## src/ghj_pkg.sv

```systemverilog
package ghj_pkg;

   // Word indexes; byte address is four times the index
   localparam logic [7:0] IDX_H_LATCH  = 8'h20;
   localparam logic [7:0] IDX_H_INPUT  = 8'h21;
   localparam logic [7:0] IDX_H_DIR    = 8'h22;
   localparam logic [7:0] IDX_H_DRIVE  = 8'h23;
   localparam logic [7:0] IDX_H_PULL   = 8'h24;
   localparam logic [7:0] IDX_H_POL    = 8'h25;
   localparam logic [7:0] IDX_H_IEN    = 8'h26;
   localparam logic [7:0] IDX_H_FLAGS  = 8'h27;
   localparam logic [7:0] IDX_J_LATCH  = 8'h28;
   localparam logic [7:0] IDX_J_INPUT  = 8'h29;
   localparam logic [7:0] IDX_J_DIR    = 8'h2a;
   localparam logic [7:0] IDX_J_DRIVE  = 8'h2b;
   localparam logic [7:0] IDX_J_PULL   = 8'h2c;
   localparam logic [7:0] IDX_J_POL    = 8'h2d;
   localparam logic [7:0] IDX_J_IEN    = 8'h2e;
   localparam logic [7:0] IDX_J_FLAGS  = 8'h2f;

   // Reset values
   localparam logic [7:0] RST_ZERO     = 8'h00;
   localparam logic [7:0] RST_H_PULL   = 8'h00;
   localparam logic [7:0] RST_J_PULL   = 8'hc3;

   // Port J implemented positions 7:6 and 1:0
   localparam logic [7:0] J_IMPL_MASK  = 8'hc3;
   // Port H pins that the serial-peripheral unit can own
   localparam logic [7:0] H_SPI_MASK   = 8'h0f;

   // Routing control fields
   localparam int unsigned ROUTE_CAN1_LSB  = 0;
   localparam int unsigned ROUTE_CAN2_LSB  = 2;
   localparam int unsigned ROUTE_SPI_H_BIT = 5;
   localparam logic [1:0]  ROUTE_CAN2_ON_J = 2'h0;
   localparam logic [1:0]  ROUTE_CAN1_ON_J = 2'h3;

   // Port J pin positions used by the peripherals
   localparam int unsigned PIN_J_SEVEN = 7;
   localparam int unsigned PIN_J_SIX   = 6;

   // Pad controls for one 8-bit port
   typedef struct packed {
      logic [7:0] out;
      logic [7:0] oe;
      logic [7:0] reduced;
      logic [7:0] pull_up;
      logic [7:0] pull_down;
   } ghj_pad_t;

   // Software-written configuration of one port
   typedef struct packed {
      logic [7:0] latch;
      logic [7:0] dir;
      logic [7:0] drive;
      logic [7:0] pull;
      logic [7:0] pol;
      logic [7:0] ien;
   } ghj_port_t;

   typedef enum logic [3:0] {
      ST_IDLE    = 4'b0001,
      ST_WRITE   = 4'b0010,
      ST_RD_WAIT = 4'b0100,
      ST_RD_DONE = 4'b1000
   } ghj_bus_state_t;

endpackage

```

## src/ghj_gpio_ports.sv

```systemverilog
`timescale 1ns/1ns
// Operation
// RULE1: Data read: latch if output, else pin
// RULE2: Input register always reads pins, read-only
// RULE3: Direction 1 output, 0 input, unless owned
// RULE4: Reads may lag direction change two cycles
// RULE5: Enabled SPI overrides GPIO on port H
// RULE6: Reduced drive bit acts only on outputs
// RULE7: Port H pull only on inputs, reset off
// RULE8: Polarity 1 rising/pull-down, 0 falling/pull-up
// RULE9: Enable masks flag without blocking its set
// RULE10: Active edge sets the pin's flag
// RULE11: Write 1 clears flag, 0 no effect
// RULE12: Request when flag and enable both set
// RULE13: Port J only implements bits 7:6, 1:0
// RULE14: J priority: CAN2, I2C, CAN1, GPIO
// RULE15: I2C owner makes SDA/SCL open-drain
// RULE16: CAN2 forces pin 7 out, 6 in
// RULE17: Routed CAN1 overrides GPIO on port J
// RULE18: J pull on input/open-drain, reset pull-up
// RULE19: J polarity 0 pulls up for I2C too
// RULE20: Routing control is an input
// RULE21: Pins synchronised before edge detection
// RULE22: One request per port: OR of enabled flags
module ghj_gpio_ports (
   input  wire logic              clk_sys,
   input  wire logic              rst,
   input  wire logic              hsel,
   input  wire logic [31:0]       haddr,
   input  wire logic [1:0]        htrans,
   input  wire logic              hwrite,
   input  wire logic [2:0]        hsize,
   input  wire logic              hready,
   input  wire logic [31:0]       hwdata,
   output logic      [31:0]       hrdata,
   output logic                   hreadyout,
   output logic                   hresp,
   input  wire logic [7:0]        pin_h_in,
   output ghj_pkg::ghj_pad_t      pad_h,
   input  wire logic [7:0]        pin_j_in,
   output ghj_pkg::ghj_pad_t      pad_j,
   input  wire logic [7:0]        module_routing_control,
   input  wire logic              spi_enable,
   input  wire logic [3:0]        spi_out,
   input  wire logic [3:0]        spi_oe,
   output logic      [3:0]        spi_pin_in,
   input  wire logic              second_can_enable,
   input  wire logic              second_can_transmit,
   output logic                   second_can_receive,
   input  wire logic              first_can_enable,
   input  wire logic              first_can_transmit,
   output logic                   first_can_receive,
   input  wire logic              i2c_enable,
   input  wire logic              i2c_scl_drive_low,
   input  wire logic              i2c_sda_drive_low,
   output logic                   i2c_scl_in,
   output logic                   i2c_sda_in,
   output logic                   irq_h,
   output logic                   irq_j
);

   ghj_pkg::ghj_bus_state_t state;
   ghj_pkg::ghj_bus_state_t next_state;
   ghj_pkg::ghj_port_t      cfg_h;
   ghj_pkg::ghj_port_t      cfg_j;
   logic [7:0]              addr_q;
   logic [7:0]              flags_h;
   logic [7:0]              flags_j;
   logic [7:0]              next_flags_h;
   logic [7:0]              next_flags_j;
   logic [7:0]              h_s1;
   logic [7:0]              h_s2;
   logic [7:0]              h_prev;
   logic [7:0]              j_s1;
   logic [7:0]              j_s2;
   logic [7:0]              j_prev;
   logic [2:0]              sync_fill;
   logic [7:0]              edge_h;
   logic [7:0]              edge_j;
   logic [7:0]              rd_mux;
   logic [7:0]              wdata;
   logic [7:0]              spi_own;
   logic [7:0]              od_j;
   logic [7:0]              pull_act_h;
   logic [7:0]              pull_act_j;
   logic                    take;
   logic                    wr_en;
   logic                    can2_own;
   logic                    i2c_own;
   logic                    can1_own;

   // Active-edge detect per pin, polarity selected
   function automatic logic [7:0] ghj_edge(input logic [7:0] now,
                                           input logic [7:0] prev,
                                           input logic [7:0] pol);
      return (pol & now & ~prev) | (~pol & ~now & prev);
   endfunction

   // Write-one-to-clear merge; a new edge wins over the clear
   function automatic logic [7:0] ghj_flag_next(input logic [7:0] cur,
                                                input logic [7:0] clr,
                                                input logic [7:0] set);
      return (cur & ~clr) | set;
   endfunction

   // Data register view: latch for outputs, pin for inputs
   function automatic logic [7:0] ghj_data_view(input logic [7:0] dir,
                                                input logic [7:0] latch,
                                                input logic [7:0] pin);
      return (dir & latch) | (~dir & pin);
   endfunction

   // Two-stage pin synchronisers plus one history stage
   always_ff @(posedge clk_sys or posedge rst) begin
      if (rst) begin
         h_s1   <= ghj_pkg::RST_ZERO;
         h_s2   <= ghj_pkg::RST_ZERO;
         h_prev <= ghj_pkg::RST_ZERO;
         j_s1   <= ghj_pkg::RST_ZERO;
         j_s2   <= ghj_pkg::RST_ZERO;
         j_prev <= ghj_pkg::RST_ZERO;
         sync_fill <= 3'b000;
      end else begin
         h_s1   <= pin_h_in;                     // [RULE21]
         h_s2   <= h_s1;                         // [RULE4]
         h_prev <= h_s2;
         j_s1   <= pin_j_in;                     // [RULE21]
         j_s2   <= j_s1;                         // [RULE4]
         j_prev <= j_s2;
         sync_fill <= {sync_fill[1:0], 1'b1};     // [RULE21]
      end
   end

   // Edge detection only looks past the second stage; held off until
   // the history stage holds a real level, so reset gives no false edge
   assign edge_h = ghj_edge(h_s2, h_prev, cfg_h.pol)
                   & {8{sync_fill[2]}};                        // [RULE10]
   assign edge_j = ghj_edge(j_s2, j_prev, cfg_j.pol)
                   & {8{sync_fill[2]}} & ghj_pkg::J_IMPL_MASK; // [RULE13]

   // Bus front end: address phase taken when the bus is ready
   assign take      = hsel & hready & htrans[1];
   assign wr_en     = (state == ghj_pkg::ST_WRITE);
   assign wdata     = hwdata[7:0];
   assign hreadyout = (state != ghj_pkg::ST_RD_WAIT);
   assign hresp     = 1'b0;

   // Reads take one wait state so a preceding write is visible
   always_comb begin
      next_state = ghj_pkg::ST_IDLE;
      unique case (state)
         ghj_pkg::ST_IDLE,
         ghj_pkg::ST_WRITE,
         ghj_pkg::ST_RD_DONE: begin
            if (take) begin
               next_state = hwrite ? ghj_pkg::ST_WRITE
                                   : ghj_pkg::ST_RD_WAIT;
            end
         end
         ghj_pkg::ST_RD_WAIT: begin
            next_state = ghj_pkg::ST_RD_DONE;
         end
         default: begin
            next_state = ghj_pkg::ST_IDLE;
         end
      endcase
   end

   // Bus state and captured word index
   always_ff @(posedge clk_sys or posedge rst) begin
      if (rst) begin
         state  <= ghj_pkg::ST_IDLE;
         addr_q <= ghj_pkg::RST_ZERO;
      end else begin
         state <= next_state;
         if (take) begin
            addr_q <= haddr[9:2];
         end
      end
   end

   // Read multiplexer; unmapped words read zero
   always_comb begin
      rd_mux = ghj_pkg::RST_ZERO;
      unique case (addr_q)
         ghj_pkg::IDX_H_LATCH: rd_mux = ghj_data_view(cfg_h.dir,
                                  cfg_h.latch, h_s2);          // [RULE1]
         ghj_pkg::IDX_H_INPUT: rd_mux = h_s2;                  // [RULE2]
         ghj_pkg::IDX_H_DIR:   rd_mux = cfg_h.dir;
         ghj_pkg::IDX_H_DRIVE: rd_mux = cfg_h.drive;
         ghj_pkg::IDX_H_PULL:  rd_mux = cfg_h.pull;
         ghj_pkg::IDX_H_POL:   rd_mux = cfg_h.pol;
         ghj_pkg::IDX_H_IEN:   rd_mux = cfg_h.ien;
         ghj_pkg::IDX_H_FLAGS: rd_mux = flags_h;
         ghj_pkg::IDX_J_LATCH: rd_mux = ghj_data_view(cfg_j.dir,
                                  cfg_j.latch, j_s2)
                                  & ghj_pkg::J_IMPL_MASK;      // [RULE1]
         ghj_pkg::IDX_J_INPUT: rd_mux = j_s2
                                  & ghj_pkg::J_IMPL_MASK;      // [RULE2]
         ghj_pkg::IDX_J_DIR:   rd_mux = cfg_j.dir;
         ghj_pkg::IDX_J_DRIVE: rd_mux = cfg_j.drive;
         ghj_pkg::IDX_J_PULL:  rd_mux = cfg_j.pull;
         ghj_pkg::IDX_J_POL:   rd_mux = cfg_j.pol;
         ghj_pkg::IDX_J_IEN:   rd_mux = cfg_j.ien;
         ghj_pkg::IDX_J_FLAGS: rd_mux = flags_j;
         default:              rd_mux = ghj_pkg::RST_ZERO;
      endcase
   end

   // Read data captured in the wait cycle, held until the next read
   always_ff @(posedge clk_sys or posedge rst) begin
      if (rst) begin
         hrdata <= 32'h0000_0000;
      end else if (state == ghj_pkg::ST_RD_WAIT) begin
         hrdata <= {24'h0000_00, rd_mux};
      end
   end

   // Port H configuration; input register writes fall through
   always_ff @(posedge clk_sys or posedge rst) begin
      if (rst) begin
         cfg_h <= '{ghj_pkg::RST_ZERO, ghj_pkg::RST_ZERO,
                    ghj_pkg::RST_ZERO, ghj_pkg::RST_H_PULL,    // [RULE7]
                    ghj_pkg::RST_ZERO, ghj_pkg::RST_ZERO};
      end else if (wr_en) begin
         unique case (addr_q)
            ghj_pkg::IDX_H_LATCH: cfg_h.latch <= wdata;
            ghj_pkg::IDX_H_DIR:   cfg_h.dir   <= wdata;         // [RULE3]
            ghj_pkg::IDX_H_DRIVE: cfg_h.drive <= wdata;
            ghj_pkg::IDX_H_PULL:  cfg_h.pull  <= wdata;
            ghj_pkg::IDX_H_POL:   cfg_h.pol   <= wdata;
            ghj_pkg::IDX_H_IEN:   cfg_h.ien   <= wdata;
            default: begin
            end
         endcase
      end
   end

   // Port J configuration; unimplemented bits stay zero
   always_ff @(posedge clk_sys or posedge rst) begin
      if (rst) begin
         cfg_j <= '{ghj_pkg::RST_ZERO, ghj_pkg::RST_ZERO,
                    ghj_pkg::RST_ZERO, ghj_pkg::RST_J_PULL,    // [RULE18]
                    ghj_pkg::RST_ZERO, ghj_pkg::RST_ZERO};
      end else if (wr_en) begin
         unique case (addr_q)
            ghj_pkg::IDX_J_LATCH: cfg_j.latch <= wdata & ghj_pkg::J_IMPL_MASK;
            ghj_pkg::IDX_J_DIR:   cfg_j.dir   <= wdata & ghj_pkg::J_IMPL_MASK;
            ghj_pkg::IDX_J_DRIVE: cfg_j.drive <= wdata & ghj_pkg::J_IMPL_MASK;
            ghj_pkg::IDX_J_PULL:  cfg_j.pull  <= wdata & ghj_pkg::J_IMPL_MASK;
            ghj_pkg::IDX_J_POL:   cfg_j.pol   <= wdata & ghj_pkg::J_IMPL_MASK;
            ghj_pkg::IDX_J_IEN:   cfg_j.ien   <= wdata
                                  & ghj_pkg::J_IMPL_MASK;      // [RULE13]
            default: begin
            end
         endcase
      end
   end

   // Flag updates: set by edges, cleared by writing ones
   always_comb begin
      next_flags_h = ghj_flag_next(flags_h,
         (wr_en && addr_q == ghj_pkg::IDX_H_FLAGS) ? wdata
                                                   : ghj_pkg::RST_ZERO,
         edge_h);                                              // [RULE11]
      next_flags_j = ghj_flag_next(flags_j,
         (wr_en && addr_q == ghj_pkg::IDX_J_FLAGS) ? wdata
                                                   : ghj_pkg::RST_ZERO,
         edge_j) & ghj_pkg::J_IMPL_MASK;                       // [RULE13]
   end

   // Flags set regardless of the enable bits
   always_ff @(posedge clk_sys or posedge rst) begin
      if (rst) begin
         flags_h <= ghj_pkg::RST_ZERO;
         flags_j <= ghj_pkg::RST_ZERO;
      end else begin
         flags_h <= next_flags_h;                     // [RULE9] [RULE10]
         flags_j <= next_flags_j;                     // [RULE9] [RULE10]
      end
   end

   // Enables only gate the request, never the flag
   assign irq_h = |(flags_h & cfg_h.ien);             // [RULE12] [RULE22]
   assign irq_j = |(flags_j & cfg_j.ien);             // [RULE12] [RULE22]

   // Ownership decode from routing control and unit enables
   assign spi_own  = (spi_enable
                      && module_routing_control[ghj_pkg::ROUTE_SPI_H_BIT])
                     ? ghj_pkg::H_SPI_MASK : ghj_pkg::RST_ZERO; // [RULE20]
   assign can2_own = second_can_enable
                     && module_routing_control[ghj_pkg::ROUTE_CAN2_LSB +: 2]
                        == ghj_pkg::ROUTE_CAN2_ON_J;           // [RULE14]
   assign i2c_own  = i2c_enable && !can2_own;                  // [RULE14]
   assign can1_own = first_can_enable && !can2_own && !i2c_own
                     && module_routing_control[ghj_pkg::ROUTE_CAN1_LSB +: 2]
                        == ghj_pkg::ROUTE_CAN1_ON_J;           // [RULE17]

   // Port H pads: SPI pins bypass latch and direction
   always_comb begin
      pad_h.out = (cfg_h.latch & ~spi_own)
                  | ({4'h0, spi_out} & spi_own);               // [RULE5]
      pad_h.oe  = (cfg_h.dir & ~spi_own)
                  | ({4'h0, spi_oe} & spi_own);          // [RULE3] [RULE5]
      pad_h.reduced   = cfg_h.drive & pad_h.oe;                // [RULE6]
      pull_act_h      = cfg_h.pull & ~pad_h.oe;                // [RULE7]
      pad_h.pull_up   = pull_act_h & ~cfg_h.pol;               // [RULE8]
      pad_h.pull_down = pull_act_h & cfg_h.pol;                // [RULE8]
   end

   // Port J pads: fixed priority on pins 7 and 6
   always_comb begin
      pad_j.out = cfg_j.latch & ghj_pkg::J_IMPL_MASK;
      pad_j.oe  = cfg_j.dir & ghj_pkg::J_IMPL_MASK;            // [RULE3]
      od_j      = ghj_pkg::RST_ZERO;
      if (can2_own) begin
         pad_j.out[ghj_pkg::PIN_J_SEVEN] = second_can_transmit;
         pad_j.oe[ghj_pkg::PIN_J_SEVEN]  = 1'b1;               // [RULE16]
         pad_j.out[ghj_pkg::PIN_J_SIX]   = 1'b0;
         pad_j.oe[ghj_pkg::PIN_J_SIX]    = 1'b0;               // [RULE16]
      end else if (i2c_own) begin
         // Open drain: drive low or release, never drive high
         pad_j.out[ghj_pkg::PIN_J_SEVEN] = 1'b0;
         pad_j.oe[ghj_pkg::PIN_J_SEVEN]  = i2c_scl_drive_low;  // [RULE15]
         pad_j.out[ghj_pkg::PIN_J_SIX]   = 1'b0;
         pad_j.oe[ghj_pkg::PIN_J_SIX]    = i2c_sda_drive_low;  // [RULE15]
         od_j[ghj_pkg::PIN_J_SEVEN]      = 1'b1;
         od_j[ghj_pkg::PIN_J_SIX]        = 1'b1;
      end else if (can1_own) begin
         pad_j.out[ghj_pkg::PIN_J_SEVEN] = first_can_transmit;
         pad_j.oe[ghj_pkg::PIN_J_SEVEN]  = 1'b1;               // [RULE17]
         pad_j.out[ghj_pkg::PIN_J_SIX]   = 1'b0;
         pad_j.oe[ghj_pkg::PIN_J_SIX]    = 1'b0;
      end
      pad_j.reduced = cfg_j.drive & pad_j.oe;                  // [RULE6]
      // Pull stays on for open-drain so released lines float high
      pull_act_j      = cfg_j.pull & (~pad_j.oe | od_j);       // [RULE18]
      pad_j.pull_up   = pull_act_j & ~cfg_j.pol;         // [RULE8] [RULE19]
      pad_j.pull_down = pull_act_j & cfg_j.pol & ~pad_j.oe & ~od_j;
   end

   // Receive paths come straight from the synchroniser outputs
   assign spi_pin_in         = h_s2[3:0];
   assign second_can_receive = j_s2[ghj_pkg::PIN_J_SIX];
   assign first_can_receive  = j_s2[ghj_pkg::PIN_J_SIX];
   assign i2c_scl_in         = j_s2[ghj_pkg::PIN_J_SEVEN];
   assign i2c_sda_in         = j_s2[ghj_pkg::PIN_J_SIX];
endmodule

```

## config.mk

```make
export PLATFORM = sky130hd
export DESIGN_NAME = ghj_gpio_ports
export DESIGN_NICKNAME = d
export VERILOG_FILES = /design/src/ghj_pkg.sv /design/src/ghj_gpio_ports.sv
export SDC_FILE = /design/constraint.sdc
export NUM_CORES = 1
export LEC_CHECK = 0
export BUFFER_PORTS_ARGS = -buffer_cell sky130_fd_sc_hd__buf_4
export CAP_MARGIN = 0
export CORE_AREA = 2 2 141 102
export DETAILED_ROUTE_END_ITERATION = 12
export DIE_AREA = 0 0 143 104
export PLACE_DENSITY = 0.84
export SLEW_MARGIN = 20
export SYNTH_ARGS = -nofsm -noshare
export SYNTH_HDL_FRONTEND = slang
export SYNTH_SLANG_ARGS = --single-unit
export TNS_END_PERCENT = 5
```

## constraint.sdc

```tcl
create_clock -name clk_sys -period 11.8 [get_ports clk_sys]
set_clock_uncertainty 0.1 [all_clocks]
set_input_delay 1.18 -clock clk_sys [delete_from_list [all_inputs] [get_ports clk_sys]]
set_output_delay 1.18 -clock clk_sys [all_outputs]
set_load 0.005 [all_outputs]
```

# Yosys cells after proc, flatten, opt, wreduce, memory -nomap -nowiden
# Index checks and enable logic that the tools add are counted.
[op_classes] n_bitwise=57 reduce_logical=26 eq_ne=22 mux=15
[op_table] op="$and 8x8->8" count=30
[op_table] op="$eq 8x6->1 const B" count=16
[op_table] op="$pmux 8 s16" count=1
[op_table] op="$not 8->8" count=13
[op_table] op="$or 8x8->8" count=7
[op_table] op="$reduce_and 2->1" count=12
[op_table] op="$mux 2" count=8
[op_table] op="$mux 8" count=2
[op_table] op="$or 8x4->8" count=2
[op_table] op="$reduce_or 8->1" count=2
[op_table] op="$and 4x4->4" count=2
[op_table] op="$logic_and 1x1->1" count=8
[op_table] op="$not 4->8" count=1
[op_table] op="$pmux 4 s2" count=1
[op_table] op="$mux 3" count=2
[op_table] op="$eq 4x1->1 const B" count=1
[op_table] op="$eq 4x2->1 const B" count=1
[op_table] op="$eq 4x3->1 const B" count=1
[op_table] op="$eq 4x4->1 const B" count=1
[op_table] op="$mux 4" count=1
[op_table] op="$ne 4x3->1 const B" count=1
[op_table] op="$reduce_or 3->1" count=1
[op_table] op="$and 1x1->1" count=2
[op_table] op="$eq 2x2->1 const B" count=1
[op_table] op="other kinds (2)" count=3
[word_totals] word_cells=144 reg_bits=155 input_bits=114

# Longest topological paths before layout
[depth] depth_word=16 depth_mapped=8 depth_no_buf=5

# Least setup slack after synthesis
# OpenSTA, ideal clock, no wires.
[synth_path] kind="input to output" start="in spi_enable" end="out pad_h[0] (netlist name)" arrival_time_ps=1921 path_buffers=0 stages=3 setup_slack_ps=8599 t_required_ps=10520 path_cell_list="nand2_1 -> mux2i_1 -> and3_1"
[synth_rtl] item="start, declared" line_no="ghj_gpio_ports.sv:43" text="input wire logic spi_enable,"
[synth_rtl] item="end, declared" line_no="ghj_gpio_ports.sv:39" text="output ghj_pkg::ghj_pad_t pad_h,"

==> reports/results.txt <==
Status = finished, final reports clean
TritonCTS buffer count = 17
Clock share of power = 44.5%
Row cnt = 36
Setup TNS = 0 ns
Core area = 0.0136 mm²
Combinational fraction of design power = 13.4%
Worst setup SP type = primary input
Max Cap Viol = 0
Share of cells above drive strength 1 = 34.7%
Worst vdd ir = 90.2 µV
Main synth FF type = dfrtp_1
CTS max path bufs = 2
P_int = 958 µW
Worst R2R Start = addr_q[1]
Post-synth EDFFs = 0
CTS Sinks = 143
Reg power frac = 42.1%
I/O pin cnt = 238
Cell Area, Synth = 0.00724 mm²
Sw frac = 25.8%
DRT Pass-1 Iters = 6
H-tree depth = 4
Setup Fix Bufs, Post-CTS = 0
Vias per std cell = 5.82
Fin crit period = 3.83 ns
Fin util = 64.3%
RSZ-0062 raised after global routing = false
Avg Cell Area, Syn = 11.0 µm²
Hold_buf cts = 0
Power Density = 148 mW/mm²
Number of fill cells = 1030
Cell count after synthesis = 657
Max Clock Freq = 261 MHz
Die Span Y = 104 µm
Synth unique cells = 61
Async SR Flop Fraction = 100%
Reg clk slew, reported paths = 0.06 ns
Final WL = 19100 µm
Detailed Route Iter0 Violations = 664
Initial antenna violation count = 0
Hold Startpoint = j_s1[7]
Area growth syn-to-layout = 20.4%
Worst-skew pair later-pin latency = 0.41 ns
Post_cts resized = 0
Slew Limit Fails = 0
DR vias = 5646
Die width = 143 µm
Worst EP arrival = 2.55 ns
Largest incremental delay on the critical path = 0.48 ns
Crit share post-route = 32.4%
CP required = 10.52 ns
Root Driver = clkbuf_16
Largest net degree at the start of global routing = 83
Slowest CP cell = mux2i_1
Worst Setup SP = spi_enable
Final nets = 881
Crit path capture type = primary output
Remaining antenna violation count = 0
Ys Warns = 0
First-pass GRT wire length = 29800 µm
HP Class = flop to flop
Fin. Hold Viols = 0
CTS tree = done
IO Port Bufs = 133
Relative slew margins = 18.5%
DRC violations left = 0
Sw power = 333 µW
Synthesized flop and latch total = 143
WL per Instance = 19.7 µm
Commonest non-fill, non-tap cells in the layout = dfrtp_1 (138), buf_4 (137), mux2_2 (80)
ANT cells = 0
Critical path type = primary input to primary output
Leakage power = 0.00407 µW
Die area = 0.0149 mm²
Post-DP HPWL = 13100 µm
Initial core utilization = 53.4%
Cell chain of the critical path = buf_4 -> nand2_1 -> mux2i_1 -> nand2_1 -> nor2_1 -> buf_4
Routability congestion estimate = 0.895
Sequential fraction of the synthesis area = 49.5%
Grt total ovfl = 0
Slew @ Worst Pin = 1.21 ns
Number of global-route vias before repair = 5512
CP Max Fanout = 8
Total global-route track usage = 25.9%
Final setup violation count = 0
Most common cell after layout, fill and taps aside = dfrtp_1
## cell usage after synthesis, types with 2 or more instances
cell type | number | area share, %
nand3_1 | 11 | 0.76
buf_2 | 5 | 0.35
a2111oi_0 | 4 | 0.48
a22oi_1 | 8 | 0.83
o211ai_1 | 3 | 0.31
o311ai_0 | 2 | 0.24
a21oi_1 | 19 | 1.3
dfrtp_1 | 138 | 48
mux4_2 | 5 | 1.6
mux2_2 | 80 | 12
nor3b_1 | 9 | 0.93
nor4b_1 | 4 | 0.48
a211oi_1 | 4 | 0.41
mux2i_1 | 20 | 2.8
conb_1 | 2 | 0.10
a22o_1 | 12 | 1.5
nand2_1 | 69 | 3.6
a31oi_1 | 7 | 0.60
and3b_1 | 7 | 0.85
nor2b_1 | 5 | 0.43
and2_1 | 10 | 0.86
mux2_1 | 8 | 1.2
o21ai_0 | 24 | 1.7
dfstp_2 | 5 | 1.8
inv_1 | 14 | 0.73
a311oi_1 | 2 | 0.24
nor3_1 | 8 | 0.55
nand2_2 | 3 | 0.26
and3_1 | 9 | 0.78
clkbuf_1 | 17 | 0.88
buf_4 | 67 | 6.9
o22ai_1 | 5 | 0.43
nand2b_1 | 8 | 0.69
nor2_1 | 35 | 1.8
nor3_2 | 2 | 0.28
## power by group through the flow
stage	registers (µW)	logic (µW)	clock network [µW]
floorplan	536	130	0
global placement	548	165	0
detailed placement	551	169	0
CTS	542	171	580
global route	546	188	602
finish	543	173	575
## critical path: cells and delay by family
| family | cells | cell delay, ns |
|---|---|---|
| muxes | 1 | 0.48 |
| buffers and inverters | 2 | 0.23 |
| and+or+nand+nor | 3 | 0.65 |
## sequential cells by signal, indices dropped and copies added (netlist names)
name and flops:
addr_q 8, cfg_h 48, cfg_j 20, flags_h 8
flags_j 4, h_prev 8, h_s1 8, h_s2 8
hrdata 8, j_prev 4, j_s1 4, j_s2 4
pad_j 4, state 4, sync_fill 3
## metrics by stage
stage | worst slack (ns) | total power (µW) | hold WS [ns] | cell area (µm²) | std cells
finish | 7.97 | 1290 | 0.247 | 8720 | 970
floorplan | 6.69 | 667 | 0.231 | 7410 | 701
detailed placement | 7.99 | 720 | 0.236 | 8080 | 938
CTS | 7.98 | 1290 | 0.250 | 8720 | 970
global route | 7.81 | 1340 | 0.248 | 8720 | 970
global placement | 8.02 | 713 | 0.231 | 8080 | 938
## cell type report
class                           count  area (µm²)  share of cell area, %
Timing Repair Buffer              137        1030                   11.8
Inverter                           14        57.6                  0.660
Multi-Input combinational cell    454        3180                   36.4
Tap cell                          190         238                   2.73
Sequential cell                   143        3580                   41.1
Clock buffer                       20         457                   5.24
Clock inverter                     12         183                   2.09
## per-layer routing
layer | track usage, % | wire [µm] | share of wire, %
met3 | 6.91 | 1960 | 10
met1 | 36.9 | 7960 | 42
met4 | 7.78 | 374 | 2.0
met5 | 0 | 0 | 0
met2 | 39.2 | 8850 | 46
## cells by family (layout without fill, tap and decap cells)
family	after synthesis	count (layout)	share of synthesized area, %
xor+xnor	1	1	0.121
compound gates	100	100	9.19
mux	113	113	18.0
other cells	2	46	0.104
flops	143	143	49.5
simple gates	194	194	14.1
buf+inv	104	183	8.95
## worst paths after layout
kind / to / slack, ns / cells after the start
setup / recovery: pad_h[9] / 7.97 / 6
hold / removal: j_s2[7] / 0.25 / 0
setup reg to reg: hrdata[7] / 8.71 / 6
hold reg to reg: j_s2[7] / 0.25 / 0
max in group asynchronous: cfg_h[46] / 9.50 / 3
min in group asynchronous: cfg_h[39] / 0.80 / 2
Note: power is estimated with default switching activity, not from simulation.
